### src/shared/udt_pkg.sv
package udt_pkg;

  // ******************************************************************
  // counting and timing constants
  // ******************************************************************
  localparam int          DIV_RATIO = 12;      // internal clock divide
  localparam logic [15:0] CNT_TOP   = 16'hffff; // up-count wrap point
  localparam logic [7:0]  BYTE_TOP  = 8'hff;   // low byte carry point
  localparam logic [7:0]  BYTE_LOW  = 8'h00;   // low byte borrow point

  // ******************************************************************
  // register indices (byte address is four times the index)
  // ******************************************************************
  localparam logic [7:0] IDX_CTRL   = 8'hc8;   // timer_control_register
  localparam logic [7:0] IDX_MODE   = 8'hc9;   // timer_mode_register
  localparam logic [7:0] IDX_CNT_LO = 8'hca;   // count_low_byte
  localparam logic [7:0] IDX_CNT_HI = 8'hcb;   // count_high_byte
  localparam logic [7:0] IDX_RLD_LO = 8'hcc;   // reload_low_byte
  localparam logic [7:0] IDX_RLD_HI = 8'hcd;   // reload_high_byte
  localparam logic [7:0] IDX_IRQ_EN = 8'hce;   // interrupt enable
  localparam logic [7:0] IDX_STATUS = 8'hcf;   // live status

  // ******************************************************************
  // field positions and reset values
  // ******************************************************************
  localparam int         MODE_DOWN_COUNT_ENABLE_BIT   = 0;  // down_count_enable
  localparam int         MODE_CLKOUT_BIT = 1; // stored only
  localparam int         IRQ_EN_BIT      = 0;  // timer interrupt enable
  localparam int         ST_DIR_BIT      = 0;  // direction_pin level
  localparam int         ST_UPDN_BIT     = 1;  // up/down mode active
  localparam int         ST_MODE_LSB     = 2;  // two-bit mode code
  localparam int         ST_IRQ_BIT      = 4;  // irq output level
  localparam logic [7:0] CTRL_RST        = 8'h00;
  localparam logic [1:0] MODE_RST        = 2'h0;
  localparam logic [7:0] BYTE_RST        = 8'h00;
  localparam logic       IRQ_EN_RST      = 1'b0;

  // ******************************************************************
  // types
  // ******************************************************************
  typedef struct packed {
    logic ovf;    // overflow_flag
    logic ext;    // external_flag
    logic rclk;   // receive clock select
    logic transmit_clock_select;   // transmit_clock_select
    logic exen;   // direction pin event enable
    logic run;    // run_control_bit
    logic ct;     // timer_counter_select
    logic cprl;   // capture_reload_select
  } udt_ctrl_type;

  typedef struct packed {
    logic       wr;   // write data phase pending
    logic [7:0] idx;  // register index
  } udt_addr_type;

  typedef enum logic [1:0] {UDT_CAPTURE, UDT_RELOAD, UDT_BAUD}
    udt_mode_type;

  typedef enum logic {PH_IDLE, PH_RWAIT} udt_phase_type;

endpackage

### src/logic/udt_tick_div.sv
`timescale 1ns/1ns
module udt_tick_div import udt_pkg::*; #(
  parameter int DIV = DIV_RATIO            // divide ratio
) (
  input  wire logic hclk,                  // clock
  input  wire logic hresetn,               // async reset, low
  input  wire logic ce,                    // clock enable
  input  wire logic run,                   // counting allowed
  output logic      tick                   // one pulse per DIV
);
  localparam int          CW   = $clog2(DIV);
  localparam logic [CW-1:0] LAST = CW'(DIV - 1);

  logic [CW-1:0] div_q;                    // cycle counter

  // divider restarts whenever the timer is stopped
  always_ff @(posedge hclk or negedge hresetn) begin
    if (!hresetn) begin
      div_q <= '0;
    end else if (ce) begin
      if (!run || div_q == LAST) begin
        div_q <= '0;
      end else begin
        div_q <= div_q + CW'(1);
      end
    end
  end

  assign tick = ce & run & (div_q == LAST); // RULE2

  chk_tick_last: assert property ( // RULE2
    @(posedge hclk) disable iff (!hresetn)
    tick |=> (div_q == '0))
    else $error("divider did not restart after tick");

endmodule // udt_tick_div

### src/logic/udt_fall_det.sv
`timescale 1ns/1ns
module udt_fall_det (
  input  wire logic hclk,                  // clock
  input  wire logic hresetn,               // async reset, low
  input  wire logic ce,                    // clock enable
  input  wire logic pin,                   // synchronous pin level
  output logic      fall                   // falling edge pulse
);
  logic prev_q;                            // pin level last cycle

  // remember the pin, idle high so reset makes no edge
  always_ff @(posedge hclk or negedge hresetn) begin
    if (!hresetn) begin
      prev_q <= 1'b1;
    end else if (ce) begin
      prev_q <= pin;
    end
  end

  assign fall = ce & prev_q & ~pin;        // RULE16

  chk_fall_edge: assert property ( // RULE16
    @(posedge hclk) disable iff (!hresetn)
    (ce && $past(ce) && $fell(pin)) |-> fall)
    else $error("falling edge on pin was missed");

endmodule // udt_fall_det

### src/logic/udt_timer.sv
// Summary of operation
// RULE1 - 16-bit count held as low and high byte; low carry bumps high
// RULE2 - clock source: clock divided by 12, or count pin when selected
// RULE3 - count events only while run bit set; otherwise count holds
// RULE4 - three modes: capture, auto-reload, baud, from clock/select bits
// RULE5 - down-count enable in auto-reload gives up/down counting
// RULE6 - up/down mode counts up while direction pin high
// RULE7 - up count passing FFFFh sets overflow flag, requests interrupt
// RULE8 - up-count overflow loads reload bytes into count bytes; in capture mode the count wraps to 0000h instead
// RULE9 - up/down mode counts down while direction pin low
// RULE10 - down count reaching reload value is an underflow
// RULE11 - underflow sets overflow flag and loads FFFFh
// RULE12 - up/down mode toggles external flag on each wrap
// RULE13 - toggling external flag never requests interrupt
// RULE14 - external flag readable as seventeenth count bit; code reads it only as bit 6 of the control register
// RULE15 - overflow flag set only without serial clock select; sw clears
// RULE16 - counter operation counts falling edges of count pin
// RULE17 - serial clock select forces auto-reload, ignores select bit
// RULE18 - without down-count enable, reload mode counts up only
// RULE19 - irq high while overflow flag set and interrupt enabled
`timescale 1ns/1ns
module udt_timer import udt_pkg::*; #(
  parameter int DIV = DIV_RATIO            // internal clock divide
) (
  input  wire logic        hclk,           // bus clock, 10 MHz
  input  wire logic        hresetn,        // async reset, low
  input  wire logic        ce,             // clock enable
  input  wire logic        hsel,           // slave select
  input  wire logic [31:0] haddr,          // byte address
  input  wire logic [1:0]  htrans,         // transfer type
  input  wire logic        hwrite,         // write when high
  input  wire logic [2:0]  hsize,          // transfer size
  input  wire logic [31:0] hwdata,         // write data
  input  wire logic        hready,         // bus ready in
  output logic             hreadyout,      // slave ready out
  output logic [31:0]      hrdata,         // read data
  output logic             hresp,          // always okay
  input  wire logic        count_input_pin, // external count input
  input  wire logic        direction_pin,  // count direction
  output logic             irq             // interrupt request
);

  // ******************************************************************
  // state
  // ******************************************************************
  udt_ctrl_type  ctrl_q;                   // control and flags
  logic [1:0]    mode_q;                   // mode register bits
  logic [7:0]    count_low_byte_q;         // count bits 7:0
  logic [7:0]    count_high_byte_q;        // count bits 15:8
  logic [7:0]    reload_low_byte_q;        // reload bits 7:0
  logic [7:0]    reload_high_byte_q;       // reload bits 15:8
  logic          irq_en_q;                 // interrupt enable
  udt_addr_type  aph_q;                    // captured address phase
  udt_phase_type ph_q;                     // read wait tracking
  logic [7:0]    rd_idx_q;                 // index of pending read
  logic [31:0]   hrdata_q;                 // read data register

  udt_ctrl_type  ctrl_d;                   // next control value
  logic [7:0]    count_low_byte_d, count_high_byte_d; // next count bytes
  logic [31:0]   rd_mux;                   // read data select
  logic [15:0]   count, reload;            // joined byte pairs
  logic          pre_tick, pin_fall, dir_fall, src_ev, cnt_ev; // events
  udt_mode_type  mode;                     // decoded mode
  logic          serial, updown, up, wrap_up, wrap_dn, pin_trig;
  logic          req, in_map;              // bus request decode

  // ******************************************************************
  // input event sources
  // ******************************************************************
  udt_tick_div #(.DIV(DIV)) u_div (
    .hclk    (hclk),
    .hresetn (hresetn),
    .ce      (ce),
    .run     (ctrl_q.run),
    .tick    (pre_tick)
  );

  udt_fall_det u_cnt_pin (
    .hclk    (hclk),
    .hresetn (hresetn),
    .ce      (ce),
    .pin     (count_input_pin),
    .fall    (pin_fall)
  );

  udt_fall_det u_dir_pin (
    .hclk    (hclk),
    .hresetn (hresetn),
    .ce      (ce),
    .pin     (direction_pin),
    .fall    (dir_fall)
  );

  // ******************************************************************
  // mode decode and count events
  // ******************************************************************
  assign src_ev = ctrl_q.ct ? pin_fall : pre_tick;      // RULE2
  assign cnt_ev = ce & ctrl_q.run & src_ev;             // RULE3
  assign serial = ctrl_q.rclk | ctrl_q.transmit_clock_select;
  assign count  = {count_high_byte_q, count_low_byte_q};
  assign reload = {reload_high_byte_q, reload_low_byte_q};

  // serial select overrides capture select
  always_comb begin
    if (serial) begin
      mode = UDT_BAUD;                                  // RULE17
    end else if (ctrl_q.cprl) begin
      mode = UDT_CAPTURE;                               // RULE4
    end else begin
      mode = UDT_RELOAD;
    end
  end

  assign updown   = (mode == UDT_RELOAD) & mode_q[MODE_DOWN_COUNT_ENABLE_BIT]; // RULE5
  assign up       = ~updown | direction_pin;      // RULE6 RULE9 RULE18
  assign wrap_up  = cnt_ev & up & (count == CNT_TOP);   // RULE7
  assign wrap_dn  = cnt_ev & ~up & (count == reload);   // RULE10
  assign pin_trig = ce & ctrl_q.exen & dir_fall & ~serial & ~updown;

  // ******************************************************************
  // cascaded count bytes
  // ******************************************************************
  always_comb begin
    count_low_byte_d  = count_low_byte_q;
    count_high_byte_d = count_high_byte_q;
    if (wrap_dn) begin
      {count_high_byte_d, count_low_byte_d} = CNT_TOP;  // RULE11
    end else if (wrap_up && mode != UDT_CAPTURE) begin
      {count_high_byte_d, count_low_byte_d} = reload;   // RULE8 RULE17
    end else if (pin_trig && mode == UDT_RELOAD) begin
      {count_high_byte_d, count_low_byte_d} = reload;
    end else if (cnt_ev && up) begin
      count_low_byte_d = count_low_byte_q + 8'h01;      // RULE1
      if (count_low_byte_q == BYTE_TOP) begin
        count_high_byte_d = count_high_byte_q + 8'h01;  // RULE1
      end
    end else if (cnt_ev) begin
      count_low_byte_d = count_low_byte_q - 8'h01;      // RULE9
      if (count_low_byte_q == BYTE_LOW) begin
        count_high_byte_d = count_high_byte_q - 8'h01;
      end
    end
    // software write to a count byte overrides counting
    if (aph_q.wr && aph_q.idx == IDX_CNT_LO) begin
      count_low_byte_d = hwdata[7:0];
    end
    if (aph_q.wr && aph_q.idx == IDX_CNT_HI) begin
      count_high_byte_d = hwdata[7:0];
    end
  end

  // count registers, frozen while ce is low
  always_ff @(posedge hclk or negedge hresetn) begin
    if (!hresetn) begin
      count_low_byte_q  <= BYTE_RST;
      count_high_byte_q <= BYTE_RST;
    end else if (ce) begin
      count_low_byte_q  <= count_low_byte_d;
      count_high_byte_q <= count_high_byte_d;
    end
  end

  // reload bytes: software writes, capture from direction pin edge
  always_ff @(posedge hclk or negedge hresetn) begin
    if (!hresetn) begin
      reload_low_byte_q  <= BYTE_RST;
      reload_high_byte_q <= BYTE_RST;
    end else if (ce) begin
      if (pin_trig && mode == UDT_CAPTURE) begin
        {reload_high_byte_q, reload_low_byte_q} <= count;
      end
      if (aph_q.wr && aph_q.idx == IDX_RLD_LO) begin
        reload_low_byte_q <= hwdata[7:0];
      end
      if (aph_q.wr && aph_q.idx == IDX_RLD_HI) begin
        reload_high_byte_q <= hwdata[7:0];
      end
    end
  end

  // ******************************************************************
  // control register and flags; hardware set beats software clear
  // ******************************************************************
  always_comb begin
    ctrl_d = ctrl_q;
    if (aph_q.wr && aph_q.idx == IDX_CTRL) begin
      ctrl_d = udt_ctrl_type'(hwdata[7:0]);             // RULE15
    end
    if ((wrap_up || wrap_dn) && !serial) begin
      ctrl_d.ovf = 1'b1;                                // RULE7 RULE11 RULE15
    end
    if ((wrap_up || wrap_dn) && updown) begin
      ctrl_d.ext = ~ctrl_d.ext;                         // RULE12
    end
    if (pin_trig) begin
      ctrl_d.ext = 1'b1;
    end
  end

  always_ff @(posedge hclk or negedge hresetn) begin
    if (!hresetn) begin
      ctrl_q <= udt_ctrl_type'(CTRL_RST);
    end else if (ce) begin
      ctrl_q <= ctrl_d;
    end
  end

  // mode and interrupt enable registers
  always_ff @(posedge hclk or negedge hresetn) begin
    if (!hresetn) begin
      mode_q   <= MODE_RST;
      irq_en_q <= IRQ_EN_RST;
    end else if (ce) begin
      if (aph_q.wr && aph_q.idx == IDX_MODE) begin
        mode_q <= hwdata[1:0];
      end
      if (aph_q.wr && aph_q.idx == IDX_IRQ_EN) begin
        irq_en_q <= hwdata[IRQ_EN_BIT];
      end
    end
  end

  // external flag requests only outside up/down mode
  assign irq = irq_en_q & (ctrl_q.ovf | (ctrl_q.ext & ~updown)); // RULE13 RULE19

  // ******************************************************************
  // ahb-lite slave
  // ******************************************************************
  assign in_map    = (haddr[31:10] == 22'h000000) & (haddr[1:0] == 2'h0);
  assign req       = hsel & hready & htrans[1];
  assign hreadyout = ce & (ph_q == PH_IDLE);
  assign hresp     = 1'b0;
  assign hrdata    = hrdata_q;

  // address phase capture; reads take one wait state
  always_ff @(posedge hclk or negedge hresetn) begin
    if (!hresetn) begin
      aph_q    <= '0;
      ph_q     <= PH_IDLE;
      rd_idx_q <= 8'h00;
    end else if (ce) begin
      aph_q.wr  <= req & hwrite & in_map;
      aph_q.idx <= haddr[9:2];
      unique case (ph_q)
        PH_IDLE: begin
          if (req && !hwrite) begin
            ph_q     <= PH_RWAIT;
            rd_idx_q <= in_map ? haddr[9:2] : 8'h00;
          end
        end
        PH_RWAIT: begin
          ph_q <= PH_IDLE;
        end
      endcase
    end
  end

  // read mux; unmapped addresses read zero
  always_comb begin
    rd_mux = 32'h0000_0000;
    unique case (rd_idx_q)
      IDX_CTRL:   rd_mux[7:0] = ctrl_q;                 // RULE14
      IDX_MODE:   rd_mux[1:0] = mode_q;
      IDX_CNT_LO: rd_mux[7:0] = count_low_byte_q;
      IDX_CNT_HI: rd_mux[7:0] = count_high_byte_q;
      IDX_RLD_LO: rd_mux[7:0] = reload_low_byte_q;
      IDX_RLD_HI: rd_mux[7:0] = reload_high_byte_q;
      IDX_IRQ_EN: rd_mux[IRQ_EN_BIT] = irq_en_q;
      IDX_STATUS: begin
        rd_mux[ST_DIR_BIT]             = direction_pin;
        rd_mux[ST_UPDN_BIT]            = updown;
        rd_mux[ST_MODE_LSB+1:ST_MODE_LSB] = mode;
        rd_mux[ST_IRQ_BIT]             = irq;
      end
      default:    rd_mux = 32'h0000_0000;
    endcase
  end

  // read data loads during the wait cycle, after any prior write
  always_ff @(posedge hclk or negedge hresetn) begin
    if (!hresetn) begin
      hrdata_q <= 32'h0000_0000;
    end else if (ce && ph_q == PH_RWAIT) begin
      hrdata_q <= rd_mux;
    end
  end

  // ******************************************************************
  // checks
  // ******************************************************************
  chk_low_carry: assert property ( // RULE1
    @(posedge hclk) disable iff (!hresetn)
    (cnt_ev && up && count_low_byte_q == BYTE_TOP &&
     count != CNT_TOP && !aph_q.wr && !pin_trig)
    |=> count_high_byte_q == $past(count_high_byte_q) + 8'h01)
    else $error("low byte carry did not bump high byte");
  chk_run_hold: assert property ( // RULE3
    @(posedge hclk) disable iff (!hresetn)
    (!ctrl_q.run && !aph_q.wr && !pin_trig) |=> $stable(count))
    else $error("count moved while stopped");
  chk_src_select: assert property ( // RULE2
    @(posedge hclk) disable iff (!hresetn)
    (ce && ctrl_q.run && ctrl_q.ct) |-> (src_ev == pin_fall))
    else $error("counter mode not fed by count pin");
  chk_updown_mode: assert property ( // RULE5
    @(posedge hclk) disable iff (!hresetn)
    updown |-> (!serial && !ctrl_q.cprl && mode_q[MODE_DOWN_COUNT_ENABLE_BIT]))
    else $error("up/down active outside reload mode");
  chk_up_step: assert property ( // RULE6
    @(posedge hclk) disable iff (!hresetn)
    (cnt_ev && updown && direction_pin && count != CNT_TOP &&
     !aph_q.wr) |=> count == $past(count) + 16'h0001)
    else $error("up count step wrong");
  chk_up_reload: assert property ( // RULE8
    @(posedge hclk) disable iff (!hresetn)
    (wrap_up && mode != UDT_CAPTURE && !aph_q.wr)
    |=> count == $past(reload))
    else $error("overflow did not load reload value");
  chk_ovf_flag: assert property ( // RULE7
    @(posedge hclk) disable iff (!hresetn)
    (wrap_up && !serial) |=> ctrl_q.ovf ##0 (irq || !irq_en_q))
    else $error("overflow flag or request missing");
  chk_down_step: assert property ( // RULE9
    @(posedge hclk) disable iff (!hresetn)
    (cnt_ev && updown && !direction_pin && count != reload &&
     !aph_q.wr) |=> count == $past(count) - 16'h0001)
    else $error("down count step wrong");
  chk_count_underflow: assert property ( // RULE10
    @(posedge hclk) disable iff (!hresetn)
    (cnt_ev && updown && !direction_pin && count == reload &&
     !aph_q.wr) |=> (count == CNT_TOP) && ctrl_q.ovf)
    else $error("underflow not detected at reload value");
  chk_ext_toggle: assert property ( // RULE12
    @(posedge hclk) disable iff (!hresetn)
    ((wrap_up || wrap_dn) && updown && !aph_q.wr)
    |=> ctrl_q.ext != $past(ctrl_q.ext))
    else $error("external flag did not toggle on wrap");
  chk_ext_no_irq: assert property ( // RULE13
    @(posedge hclk) disable iff (!hresetn)
    (updown && !ctrl_q.ovf) |-> !irq)
    else $error("external flag raised request in up/down mode");
  chk_serial_noflag: assert property ( // RULE15
    @(posedge hclk) disable iff (!hresetn)
    (serial && ctrl_q.rclk == $past(ctrl_q.rclk) && !aph_q.wr &&
     !$past(aph_q.wr)) |-> $stable(ctrl_q.ovf))
    else $error("overflow flag set with serial clock select");
  chk_forced_reload: assert property ( // RULE17
    @(posedge hclk) disable iff (!hresetn)
    (wrap_up && serial && ctrl_q.cprl && !aph_q.wr)
    |=> count == $past(reload))
    else $error("serial select did not force reload");
  chk_irq_level: assert property ( // RULE19
    @(posedge hclk) disable iff (!hresetn)
    (irq_en_q && ctrl_q.ovf) |-> irq ##1 (ctrl_q.ovf || !irq ||
     ctrl_q.ext))
    else $error("request does not follow overflow flag");
  chk_read_wait: assert property (
    @(posedge hclk) disable iff (!hresetn)
    (ce && req && !hwrite && hreadyout) |=> !hreadyout ##1 hreadyout)
    else $error("read wait state wrong");

endmodule // udt_timer

### config.mk
export PLATFORM = sky130hd
export DESIGN_NAME = udt_timer
export DESIGN_NICKNAME = d
export VERILOG_FILES = /design/src/shared/udt_pkg.sv /design/src/logic/udt_tick_div.sv /design/src/logic/udt_fall_det.sv /design/src/logic/udt_timer.sv
export SDC_FILE = /design/constraint.sdc
export NUM_CORES = 1
export LEC_CHECK = 0
export BUFFER_PORTS_ARGS = -buffer_cell sky130_fd_sc_hd__buf_2
export CAP_MARGIN = 20
export CELL_PAD_IN_SITES_DETAIL_PLACEMENT = 1
export CELL_PAD_IN_SITES_GLOBAL_PLACEMENT = 1
export CORE_MARGIN = 4
export CORE_UTILIZATION = 30
export DETAILED_ROUTE_END_ITERATION = 16
export PLACE_DENSITY = 0.69
export REMOVE_ABC_BUFFERS = 1
export SYNTH_ARGS = -nofsm -noshare
export SYNTH_HDL_FRONTEND = slang
export SYNTH_HIERARCHICAL = 1
export SYNTH_SLANG_ARGS = --single-unit
### constraint.sdc
create_clock -name hclk -period 3.5 [get_ports hclk]
set_clock_uncertainty 0.2 [all_clocks]
set_input_delay 0.525 -clock hclk [delete_from_list [all_inputs] [get_ports hclk]]
set_output_delay 0.525 -clock hclk [all_outputs]
set_load 0.1 [all_outputs]
==> run_results.csv, run 1 <==
group,metric,value,unit
clock_network,clock_latency,0.34,ns
timing,fin_worst_hold_slack,0.1353,ns
timing,hold_viol_final,0,
pwr,vdd_drop_max,0.0001708,V
clock_network,cts_max_level,3,
floorplan,die_x,138.3,um
timing,grt_setup_unrepaired,"true",
clock_network,cts-root-buf,"clkbuf_16",
worst_setup_path,cp_max_fo,5,
drt,vias,4547,
finish,regArea,1879,um^2
pwr,finalPower,0.002197,W
pwr,p_clk_frac,0.402,
worst_setup_path,cp_common_cell,"ha_4",
synthesis,ys_seq_elements,75,
drt,detailroute.wirelength.met2,8.442,mm
timing,timing.final.crit_period,3.370,ns
worst_setup_path,cp_slowest_stage_delay,0.40,ns
pwr,leakagePower,2.665,nW
synthesis,async_reset_ff_frac,1.000,
worst_setup_path,crit_chain,"ha_4 -> and3_4 -> nor2b_4 -> mux2_4 -> nand3_4 -> or2_4 -> ha_4 -> a211oi_2 -> nor2_1 -> o21a_1 -> o41a_1 -> xnor2_1 -> mux2i_1 -> a221oi_2",
worst_hold_path,hold_class,"primary input to async pin",
finish,fin_nets,719,
floorplan,ios,112,
synthesis,netlist_instances,554,
placed_design,placedCellCount,828,
synthesis,synth_top_area_cell,"dfrtp_1",
pwr,p_sw,0.0006868,W
synthesis,ys.flop_type,"dfrtp_1",
drt,wl_met1,6.860,mm
worst_setup_path,startpoint_type,"flop",
clock_network,cts_num_sinks,75,
worst_setup_path,required,3.55,ns
synthesis,synth_area,5092,um^2
finish,multiInputGateArea,3035,um^2
synthesis,synth_top_area_share,0.3587,
finish,syn_to_final_growth,18.65,%
worst_setup_path,worstSetupPathType,"flop to flop",
drt,avgRoutedWirePerCell,19.12,um
finish,drive_gt1_frac,0.2429,
synthesis,synth.distinct_cells,69,
clock_network,cts_tree,"done",
drt,wl_met3,635,um
synthesis,ys_top_cells_by_area,"dfrtp_1, mux2i_1, nand2_1, o21ai_0, mux2_2",
drt,first_pass_iters,5,
worst_setup_path,ff2ff_setup_slack,0.13,ns
global_route,grt_max_degree,76,
timing,worst_pin_slew,0.9727,ns
worst_setup_path,crit_slowest_cell,"dfrtp_1",
clock_network,numCtsBuffers,9,
timing,setup_violations,0,
floorplan,core,16580,um^2
floorplan,die_h,138.3,um
timing,period_share,0.9629,
timing,slew_headroom,0.3515,
drt,drc_errors,0,
synthesis,synth_common_cells,"nand2_1, dfrtp_1, o21ai_0",
worst_setup_path,crit_family,"compound AO/OA/AOI/OAI gates",
finish,utilization,0.3643,
pwr,p_seq_frac,0.424,
job,cap_violations,0,
worst_setup_path,cp-end-kind,"flop",
synthesis,ys_warn_count,6,
placed_design,gp_congestion,0.8919,
timing,max_freq,0.2967,GHz
drt,drt_iter0_markers,335,
global_route,gr-total-overflow,0,
finish,layout.cells.non_filler,850,
pwr,combPwrFrac,0.174,
synthesis,synth_most_common_cell,"nand2_1",
floorplan,die_area,19120,um^2
timing,drv_slew,0,
pwr,power_density,363.5,nW/um^2
placed_design,port_buffers,58,
pwr,p_sw_frac,0.3127,
finish,nFillCells,1974,
placed_design,post-dp-hpwl,12.17,mm
timing,postLayoutSetupSlackWorst,0.1297,ns
drt,top_layer_used,"met4",
global_route,globalRouteTotalUtil,0.1669,
clock_network,clk_pin_slew,0.07,ns
run_status,status,"finished clean",
synthesis,synth_edf_count,0,
floorplan,core.rowCount,47,
drt,routed_wirelength,16.26,mm
global_route,first_global_vias,4823,
worst_setup_path,cp.arrival,3.42,ns
clock_network,clk_path_buf_depth,2,
floorplan,start_util,0.3071,
drt,vias_per_cell,5.349,
global_route,grt_pass1_wl,26.21,mm
pwr,p_int,0.001510,W
clock_network,hold_buffers,0,
synthesis,ys_seq_area_frac,0.3690,
finish,diodes,0,
synthesis,synth_area_per_cell,9.192,um^2
drt,ant_nets,0,
global_route,antenna_found_initial,0,
worst_setup_path,crit_buf_inv,0,
placed_design,pre_cts_ws,-0.07242,ns
==> cell type report <==
class                           count  share of cell area
Clock buffer                        9             0.03727
Clock inverter                      7            0.009526
Multi-Input combinational cell    438              0.5024
Tap cell                          220             0.04556
Timing Repair Buffer               86             0.08449
Inverter                           15            0.009733
Sequential cell                    75              0.3110
==> cells in the final DEF, fill, tap and decap left out, types with 10 or more instances in the layout <==
| master | n |
|---|---|
| nand4_1 | 10 |
| conb_1 | 25 |
| ha_1 | 11 |
| buf_2 | 57 |
| nand3_1 | 10 |
| inv_1 | 14 |
| buf_4 | 27 |
| nand2_1 | 75 |
| mux2i_1 | 30 |
| xor2_1 | 20 |
| dfrtp_1 | 73 |
| o21ai_0 | 47 |
| mux2_2 | 19 |
| nor4_1 | 15 |
| nor2_1 | 23 |
| a21oi_1 | 20 |
==> stage by stage <==
| stage | cell area [um^2] | TNS [ns] |
|---|---|---|
| floorplan | 4881 | 0 |
| global placement | 5619 | 0 |
| detailed placement | 5619 | -0.1004 |
| CTS | 5923 | 0 |
| global route | 6042 | -0.07684 |
| finish | 6042 | 0 |
==> power groups by stage <==
stage	logic, W	registers (W)	clock network, W
after CTS	0.000378	0.000930	0.000905
after global routing	0.000412	0.000935	0.000941
after floorplan	0.000272	0.000931	0
after detailed placement	0.000373	0.000945	0
after global placement	0.000362	0.000944	0
final	0.000381	0.000931	0.000884
==> registers in the layout (all words and copies together), names as in the netlist, 4 cells and up <==
name,cells
ctrl_q,8
count_high_byte_q,8
reload_high_byte_q,8
rd_idx_q,8
hrdata,8
u_div/div_q,4
reload_low_byte_q,8
aph_q,9
count_low_byte_q,8
==> kinds of logic (layout without fill, tap and decap cells) <==
kind of cell,after synthesis,after routing,share of synthesized area
AO/OA/AOI/OAI,133,133,0.1727
buffers and inverters,65,117,0.07076
multiplexers,52,52,0.1091
adder cells (fa/ha/maj),17,17,0.04472
AND/OR/NAND/NOR,182,182,0.1830
other,1,25,0.0007364
XOR/XNOR,29,29,0.04988
flip-flops,75,75,0.3690
==> routing by layer <==
| metal | GRT usage | vias up |
|---|---|---|
| met5 | 0 | - |
| met4 | 0.05772 | 0 |
| met3 | 0.02072 | 22 |
| met2 | 0.2924 | 127 |
| met1 | 0.2127 | 2283 |
| li1 | - | 2115 |
==> final timing paths <==
check	cells after the start	from	end
max	14	u_div/div_q[1]	count_low_byte_q[7]
max reg2reg	14	u_div/div_q[1]	count_low_byte_q[7]
min in group hclk	3	haddr[8]	rd_idx_q[6]
max in group asynchronous	1	hresetn	count_low_byte_q[7]
min	1	hresetn	rd_idx_q[6]
min reg2reg	1	hrdata[3]	hrdata[3]
==> worst reg2reg max path, delay by kind of cell, from the launching register on <==
kind	cells	cell delay (ns)
adder cells (fa/ha/maj)	2	0.40
XOR/XNOR	1	0.18
AND/OR/NAND/NOR	5	0.80
flip-flops	1	0.40
AO/OA/AOI/OAI	4	1.02
multiplexers	2	0.28
==> what timing repair did <==
item                       4_1_cts  5_1_grt
gates resized for setup          5       13
setup buffers                    0        6
setup endpoints to repair        3        5
pin swaps                        2       13
(Power assumes the default switching activity.)
==> run 2, diff against run 1 <==
==> constraint.sdc (replaced) <==
create_clock -name hclk -period 3.5 [get_ports hclk]
set_clock_uncertainty 0.2 [all_clocks]
set_input_delay 0.35 -clock hclk [delete_from_list [all_inputs] [get_ports hclk]]
set_output_delay 0.35 -clock hclk [all_outputs]
set_load 0.1 [all_outputs]
==> run 2 against run 1 <==
Global-route usage is essentially flat. Final cell count is 0.35% lower. Register-to-register slack better by 0.03 ns. Highest routed layer unchanged.
==> run_results.csv, run 2 (same netlist as run 1, synthesis figures left out) <==
group,metric,value,unit
placed_design,place_area,5604,um^2
timing,drv_slew,0,
timing,postLayoutSetupSlackWorst,0.1562,ns
placed_design,post-dp-hpwl,12.07,mm
drt,vias_per_cell,5.248,
drt,avgRoutedWirePerCell,19.04,um
floorplan,start_util,0.3071,
pwr,p_seq_frac,0.412,
timing,period_share,0.9554,
pwr,p_int,0.001582,W
drt,drc_errors,0,
worst_hold_path,hold_class,"primary input to flop",
timing,max_freq,0.2991,GHz
worst_setup_path,startpoint_type,"flop",
global_route,grt_pass1_wl,25.93,mm
drt,vias,4445,
drt,drt_iter0_markers,240,
pwr,leakagePower,2.668,nW
pwr,finalPower,0.002261,W
finish,fin_nets,716,
worst_setup_path,cp-end-kind,"flop",
timing,tns,0,ns
floorplan,ios,112,
clock_network,clock_latency,0.35,ns
floorplan,core.rowCount,47,
worst_setup_path,r2r_end,"count_high_byte_q[7]",
timing,setup_violations,0,
finish,largest_register_ffs,9,
clock_network,cts_tree,"done",
timing,slew_headroom,0.5770,
finish,syn_to_final_growth,18.85,%
pwr,p_clk_frac,0.419,
worst_setup_path,required,3.53,ns
finish,final_cell_area,6052,um^2
pwr,vdd_drop_max,0.0002064,V
floorplan,die_h,138.3,um
drt,ant_nets,0,
clock_network,numCtsBuffers,9,
finish,drive_gt1_frac,0.2329,
worst_setup_path,cp-endpoint,"count_high_byte_q[7]",
timing,worst_pin_slew,0.6329,ns
job,cap_violations,0,
finish,layout_common_cells,"nand2_1, dfrtp_1, buf_2, o21ai_0, mux2i_1",
worst_setup_path,crit-reg2reg-launch,"u_div/div_q[1]",
drt,first_pass_iters,4,
pwr,p_sw,0.0006793,W
global_route,grt_max_degree,76,
drt,routed_wirelength,16.13,mm
timing,hold_viol_final,0,
worst_setup_path,reg2reg_depth,15,
floorplan,die_area,19120,um^2
pwr,power_density,373.7,nW/um^2
worst_setup_path,cp_max_fo,7,
worst_setup_path,critPathLaunch,"u_div/div_q[1]",
global_route,antenna_found_initial,0,
finish,utilization,0.3649,
timing,grt_setup_unrepaired,"true",
placed_design,pre_cts_ws,-0.02867,ns
placed_design,port_buffers,58,
floorplan,die_x,138.3,um
finish,diodes,0,
clock_network,cts_max_level,3,
floorplan,core,16580,um^2
worst_setup_path,worstSetupPathType,"flop to flop",
placed_design,gp_congestion,0.8724,
clock_network,cts-root-buf,"clkbuf_16",
global_route,gr-total-overflow,0,
pwr,combPwrFrac,0.169,
global_route,globalRouteTotalUtil,0.1667,
timing,timing.final.crit_period,3.344,ns
worst_setup_path,ff2ff_setup_slack,0.16,ns
run_status,status,"finished clean",
global_route,first_global_vias,4797,
pwr,p_sw_frac,0.3004,
clock_network,clk_path_buf_depth,2,
clock_network,clk_pin_slew,0.06,ns
finish,top_register,"aph_q",
clock_network,cts_num_sinks,75,
finish,final_common_cell,"nand2_1",
worst_setup_path,cp.arrival,3.38,ns
## run 2: cell count changes in the layout (fill, tap and decap cells not counted), sizes merged
cell / before / now
dlygate4sd3: 0 / 1
bufinv: 0 / 1
buf: 86 / 82
clkbuf: 9 / 10
inv: 18 / 17
clkinvlp: 2 / 0
clkinv: 2 / 3
## run 2: critical path, stage by stage (launching register included)
cell and delay (ns):
dfrtp_1 0.36, ha_2 0.19, and3_4 0.20, nor2b_1 0.12, mux2_2 0.16, nand3_2 0.09
or2_4 0.29, buf_8 0.16, ha_1 0.30, a21oi_2 0.07, o211ai_1 0.23, nor4_1 0.08
nor3_1 0.26, xnor2_1 0.16, o211ai_1 0.12, a22o_1 0.24
## run 2: layer usage
layer  GRT usage  wire length, um  up-vias  share of wire
met1      0.2045             6879     2230           0.43
met4     0.06292              443        0          0.027
met3     0.02693              498       26          0.031
li1            -                -     2104              -
met5           0                0        -              0
met2      0.2939             8308       85           0.52
## run 2: how the worst min path moves through the flow
stage              start           to  slack, ns  cells past startpoint
5_1_grt         haddr[5]     aph_q[3]       0.06                      2
6_report        haddr[5]     aph_q[3]       0.05                      2
4_1_cts         haddr[5]  rd_idx_q[3]       0.04                      3
3_3_place_gp   hrdata[3]    hrdata[3]       0.26                      1
3_5_place_dp   hrdata[0]    hrdata[0]       0.26                      1
2_1_floorplan    hresetn     aph_q[0]      -0.15                      0
## run 2: stage by stage
step / hold WS [ns] / cells
final: 0.04823 / 847
after global routing: 0.05593 / 847
after CTS: 0.04103 / 843
after detailed placement: 0.2647 / 826
after global placement: 0.2601 / 826
after floorplan: -0.1456 / 528
## run 2: timing repair
| item | in CTS | in global routing |
|---|---|---|
| hold buffers | 1 | 0 |
| pin swaps | 1 | 6 |
| hold endpoints to repair | 8 | 0 |
| setup endpoints to repair | 2 | 6 |
| setup buffers | 0 | 2 |
| gates resized for setup | 1 | 11 |
## run 2: final cells by class
cell class	count	area (um^2)
fillers	1935	10530
multi-input cells	438	3027
flip-flops and latches	75	1879
repair buffers	83	510.5
well taps	220	275.3
clock buffers	10	229.0
clock inverters	6	72.57
inverters	15	58.81
## run 2: power by group through the flow
stage,clock network [W],logic [W],registers (W)
6_report,0.000948,0.000382,0.000932
5_1_grt,0.00102,0.000416,0.000934
4_1_cts,0.000967,0.000376,0.000930
3_5_place_dp,0,0.000374,0.000946
3_3_place_gp,0,0.000361,0.000944
2_1_floorplan,0,0.000272,0.000931
==> run 3, diff against run 2 <==
--- a/config.mk
+++ b/config.mk
@@ -13,6 +13,7 @@
 export CORE_UTILIZATION = 30
 export DETAILED_ROUTE_END_ITERATION = 16
 export PLACE_DENSITY = 0.69
+export RECOVER_POWER = 25
 export REMOVE_ABC_BUFFERS = 1
 export SYNTH_ARGS = -nofsm -noshare
 export SYNTH_HDL_FRONTEND = slang
==> run 3 against run 2 <==
Worst setup slack got worse by 0.0083 ns. Worst hold slack barely moved. Highest routed layer unchanged. Flip-flop and latch count did not move. Utilization fell by 0.16 points. Register-to-register slack barely moved. Die area did not move.
==> run_results.csv, run 3 (same netlist as run 1, synthesis figures left out) <==
group,metric,value,unit
run_status,status,"finished clean",
clock_network,cts_num_sinks,75,
clock_network,clock_latency,0.35,ns
global_route,grt_max_degree,76,
pwr,power_density,374.4,nW/um^2
global_route,grt_pass1_wl,25.93,mm
global_route,antenna_found_initial,0,
worst_setup_path,crit_family,"simple AND/OR/NAND/NOR gates",
worst_setup_path,crit_buf_inv,1,
floorplan,die_area,19120,um^2
drt,vias,4462,
pwr,vdd_drop_max,0.0002069,V
worst_setup_path,critPathLaunch,"u_div/div_q[1]",
drt,avgRoutedWirePerCell,19.08,um
global_route,gr-total-overflow,0,
worst_setup_path,crit_chain,"ha_2 -> and3_4 -> nor2b_1 -> mux2_2 -> nand3_2 -> or2_4 -> buf_8 -> ha_1 -> a21oi_2 -> o211ai_1 -> nor4_1 -> nor3_1 -> xnor2_1 -> o211ai_1 -> a22o_1",
clock_network,clk_path_buf_depth,2,
finish,top_register,"aph_q",
placed_design,port_buffers,58,
finish,largest_register_ffs,9,
floorplan,core.rowCount,47,
drt,ant_nets,0,
drt,first_pass_iters,4,
finish,syn_to_final_growth,18.33,%
finish,fin_nets,716,
drt,vias_per_cell,5.268,
worst_setup_path,cp.arrival,3.39,ns
placed_design,placedCellCount,826,
timing,max_freq,0.2983,GHz
floorplan,die_h,138.3,um
clock_network,cts_max_level,3,
job,cap_violations,0,
worst_setup_path,cp-endpoint,"count_high_byte_q[7]",
worst_setup_path,cp_common_cell,"o211ai_1",
timing,grt_setup_unrepaired,"true",
worst_setup_path,cp_slowest_stage_delay,0.36,ns
pwr,p_clk_frac,0.420,
timing,drv_slew,0,
worst_setup_path,cp-end-kind,"flop",
finish,final_common_cell,"nand2_1",
floorplan,core,16580,um^2
clock_network,cts_tree,"done",
timing,slew_headroom,0.07253,
worst_setup_path,crit_slowest_cell,"dfrtp_1",
clock_network,numCtsBuffers,9,
worst_setup_path,cp_max_fo,7,
pwr,p_int,0.001579,W
timing,worst_pin_slew,1.391,ns
global_route,globalRouteTotalUtil,0.1667,
floorplan,start_util,0.3071,
clock_network,cts-root-buf,"clkbuf_16",
timing,tns,0,ns
finish,layout.cells.non_filler,847,
timing,setup_violations,0,
worst_setup_path,required,3.53,ns
worst_setup_path,reg2reg_depth,15,
finish,layout_common_cells,"nand2_1, dfrtp_1, buf_2, o21ai_0, mux2i_1",
worst_setup_path,ff2ff_setup_slack,0.15,ns
pwr,p_sw,0.0006776,W
worst_setup_path,r2r_end,"count_high_byte_q[7]",
pwr,leakagePower,2.655,nW
worst_setup_path,cp.depth,15,
floorplan,die_x,138.3,um
global_route,first_global_vias,4797,
worst_hold_path,hold_class,"primary input to flop",
finish,drive_gt1_frac,0.2313,
pwr,p_seq_frac,0.413,
finish,diodes,0,
drt,drt_iter0_markers,227,
timing,timing.final.crit_period,3.352,ns
placed_design,post-dp-hpwl,12.07,mm
worst_setup_path,startpoint_type,"flop",
drt,routed_wirelength,16.16,mm
worst_setup_path,crit-reg2reg-launch,"u_div/div_q[1]",
pwr,combPwrFrac,0.168,
placed_design,gp_congestion,0.8724,
worst_setup_path,worstSetupPathType,"flop to flop",
timing,period_share,0.9578,
clock_network,clk_pin_slew,0.06,ns
floorplan,ios,112,
drt,drc_errors,0,
pwr,p_sw_frac,0.3003,
finish,nFillCells,1938,
timing,hold_viol_final,0,
-- run 3: cell count changes in the layout (fill, tap and decap cells not counted) --
cell	before	now
buf_16	1	0
buf_4	23	22
clkbuf_1	1	2
clkbuf_2	0	1
-- run 3: power groups by stage --
stage / logic, W / registers [W] / clock network, W
floorplan: 0.000272 / 0.000931 / 0
CTS: 0.000376 / 0.000930 / 0.000967
finish: 0.000378 / 0.000931 / 0.000947
global placement: 0.000361 / 0.000944 / 0
detailed placement: 0.000374 / 0.000946 / 0
global route: 0.000412 / 0.000934 / 0.00102
-- run 3: worst reg2reg max path: stages, from the launching register on --
cell,delay [ns]
dfrtp_1,0.36
ha_2,0.20
and3_4,0.20
nor2b_1,0.12
mux2_2,0.16
nand3_2,0.09
or2_4,0.30
buf_8,0.17
ha_1,0.30
a21oi_2,0.07
o211ai_1,0.23
nor4_1,0.08
nor3_1,0.26
xnor2_1,0.16
o211ai_1,0.13
a22o_1,0.24
-- run 3: cell type report --
cell class	instances	area (um^2)	area share
Multi-Input combinational cell	438	3027	0.5023
Sequential cell	75	1879	0.3119
Timing Repair Buffer	83	484.2	0.08036
Tap cell	220	275.3	0.04568
Clock buffer	10	229.0	0.03800
Clock inverter	6	72.57	0.01204
Inverter	15	58.81	0.009759
-- run 3: routing by layer --
layer  global-route usage  up-vias  wire, um
met1               0.2045     2234      6908
met4              0.06292        0       475
met3              0.02693       30       505
met2               0.2939       91      8274
met5                    0        -         0
li1                     -     2107         -
-- run 3: worst min path at each step --
stage,from,to,slack (ns),cells past startpoint
2_1_floorplan,hresetn,aph_q[0],-0.15,0
3_3_place_gp,hrdata[3],hrdata[3],0.26,1
3_5_place_dp,hrdata[0],hrdata[0],0.26,1
4_1_cts,haddr[5],rd_idx_q[3],0.04,3
5_1_grt,haddr[5],aph_q[3],0.06,2
6_report,haddr[5],aph_q[3],0.05,2
-- run 3: through the flow --
stage	util	setup slack, ns	power (W)	hold WS, ns	area (um^2)
after global placement	0.3379	0.1188	0.001305	0.2601	5604
after global routing	0.3634	-0.05644	0.002362	0.05593	6026
final	0.3634	0.1479	0.002256	0.04790	6026
after CTS	0.3569	0.003509	0.002273	0.04103	5918
after floorplan	-	0.1719	0.001204	-0.1456	4881
after detailed placement	0.3379	-0.02867	0.001320	0.2647	5604
-- run 3: what timing repair did --
action                                  4_1_cts  5_1_grt
endpoints found under the hold margin         8        0
hold buffers                                  1        0
pin swaps                                     1        6
buffers inserted                              0        2
resized for setup                             1       11
endpoints found under the setup margin        2        6
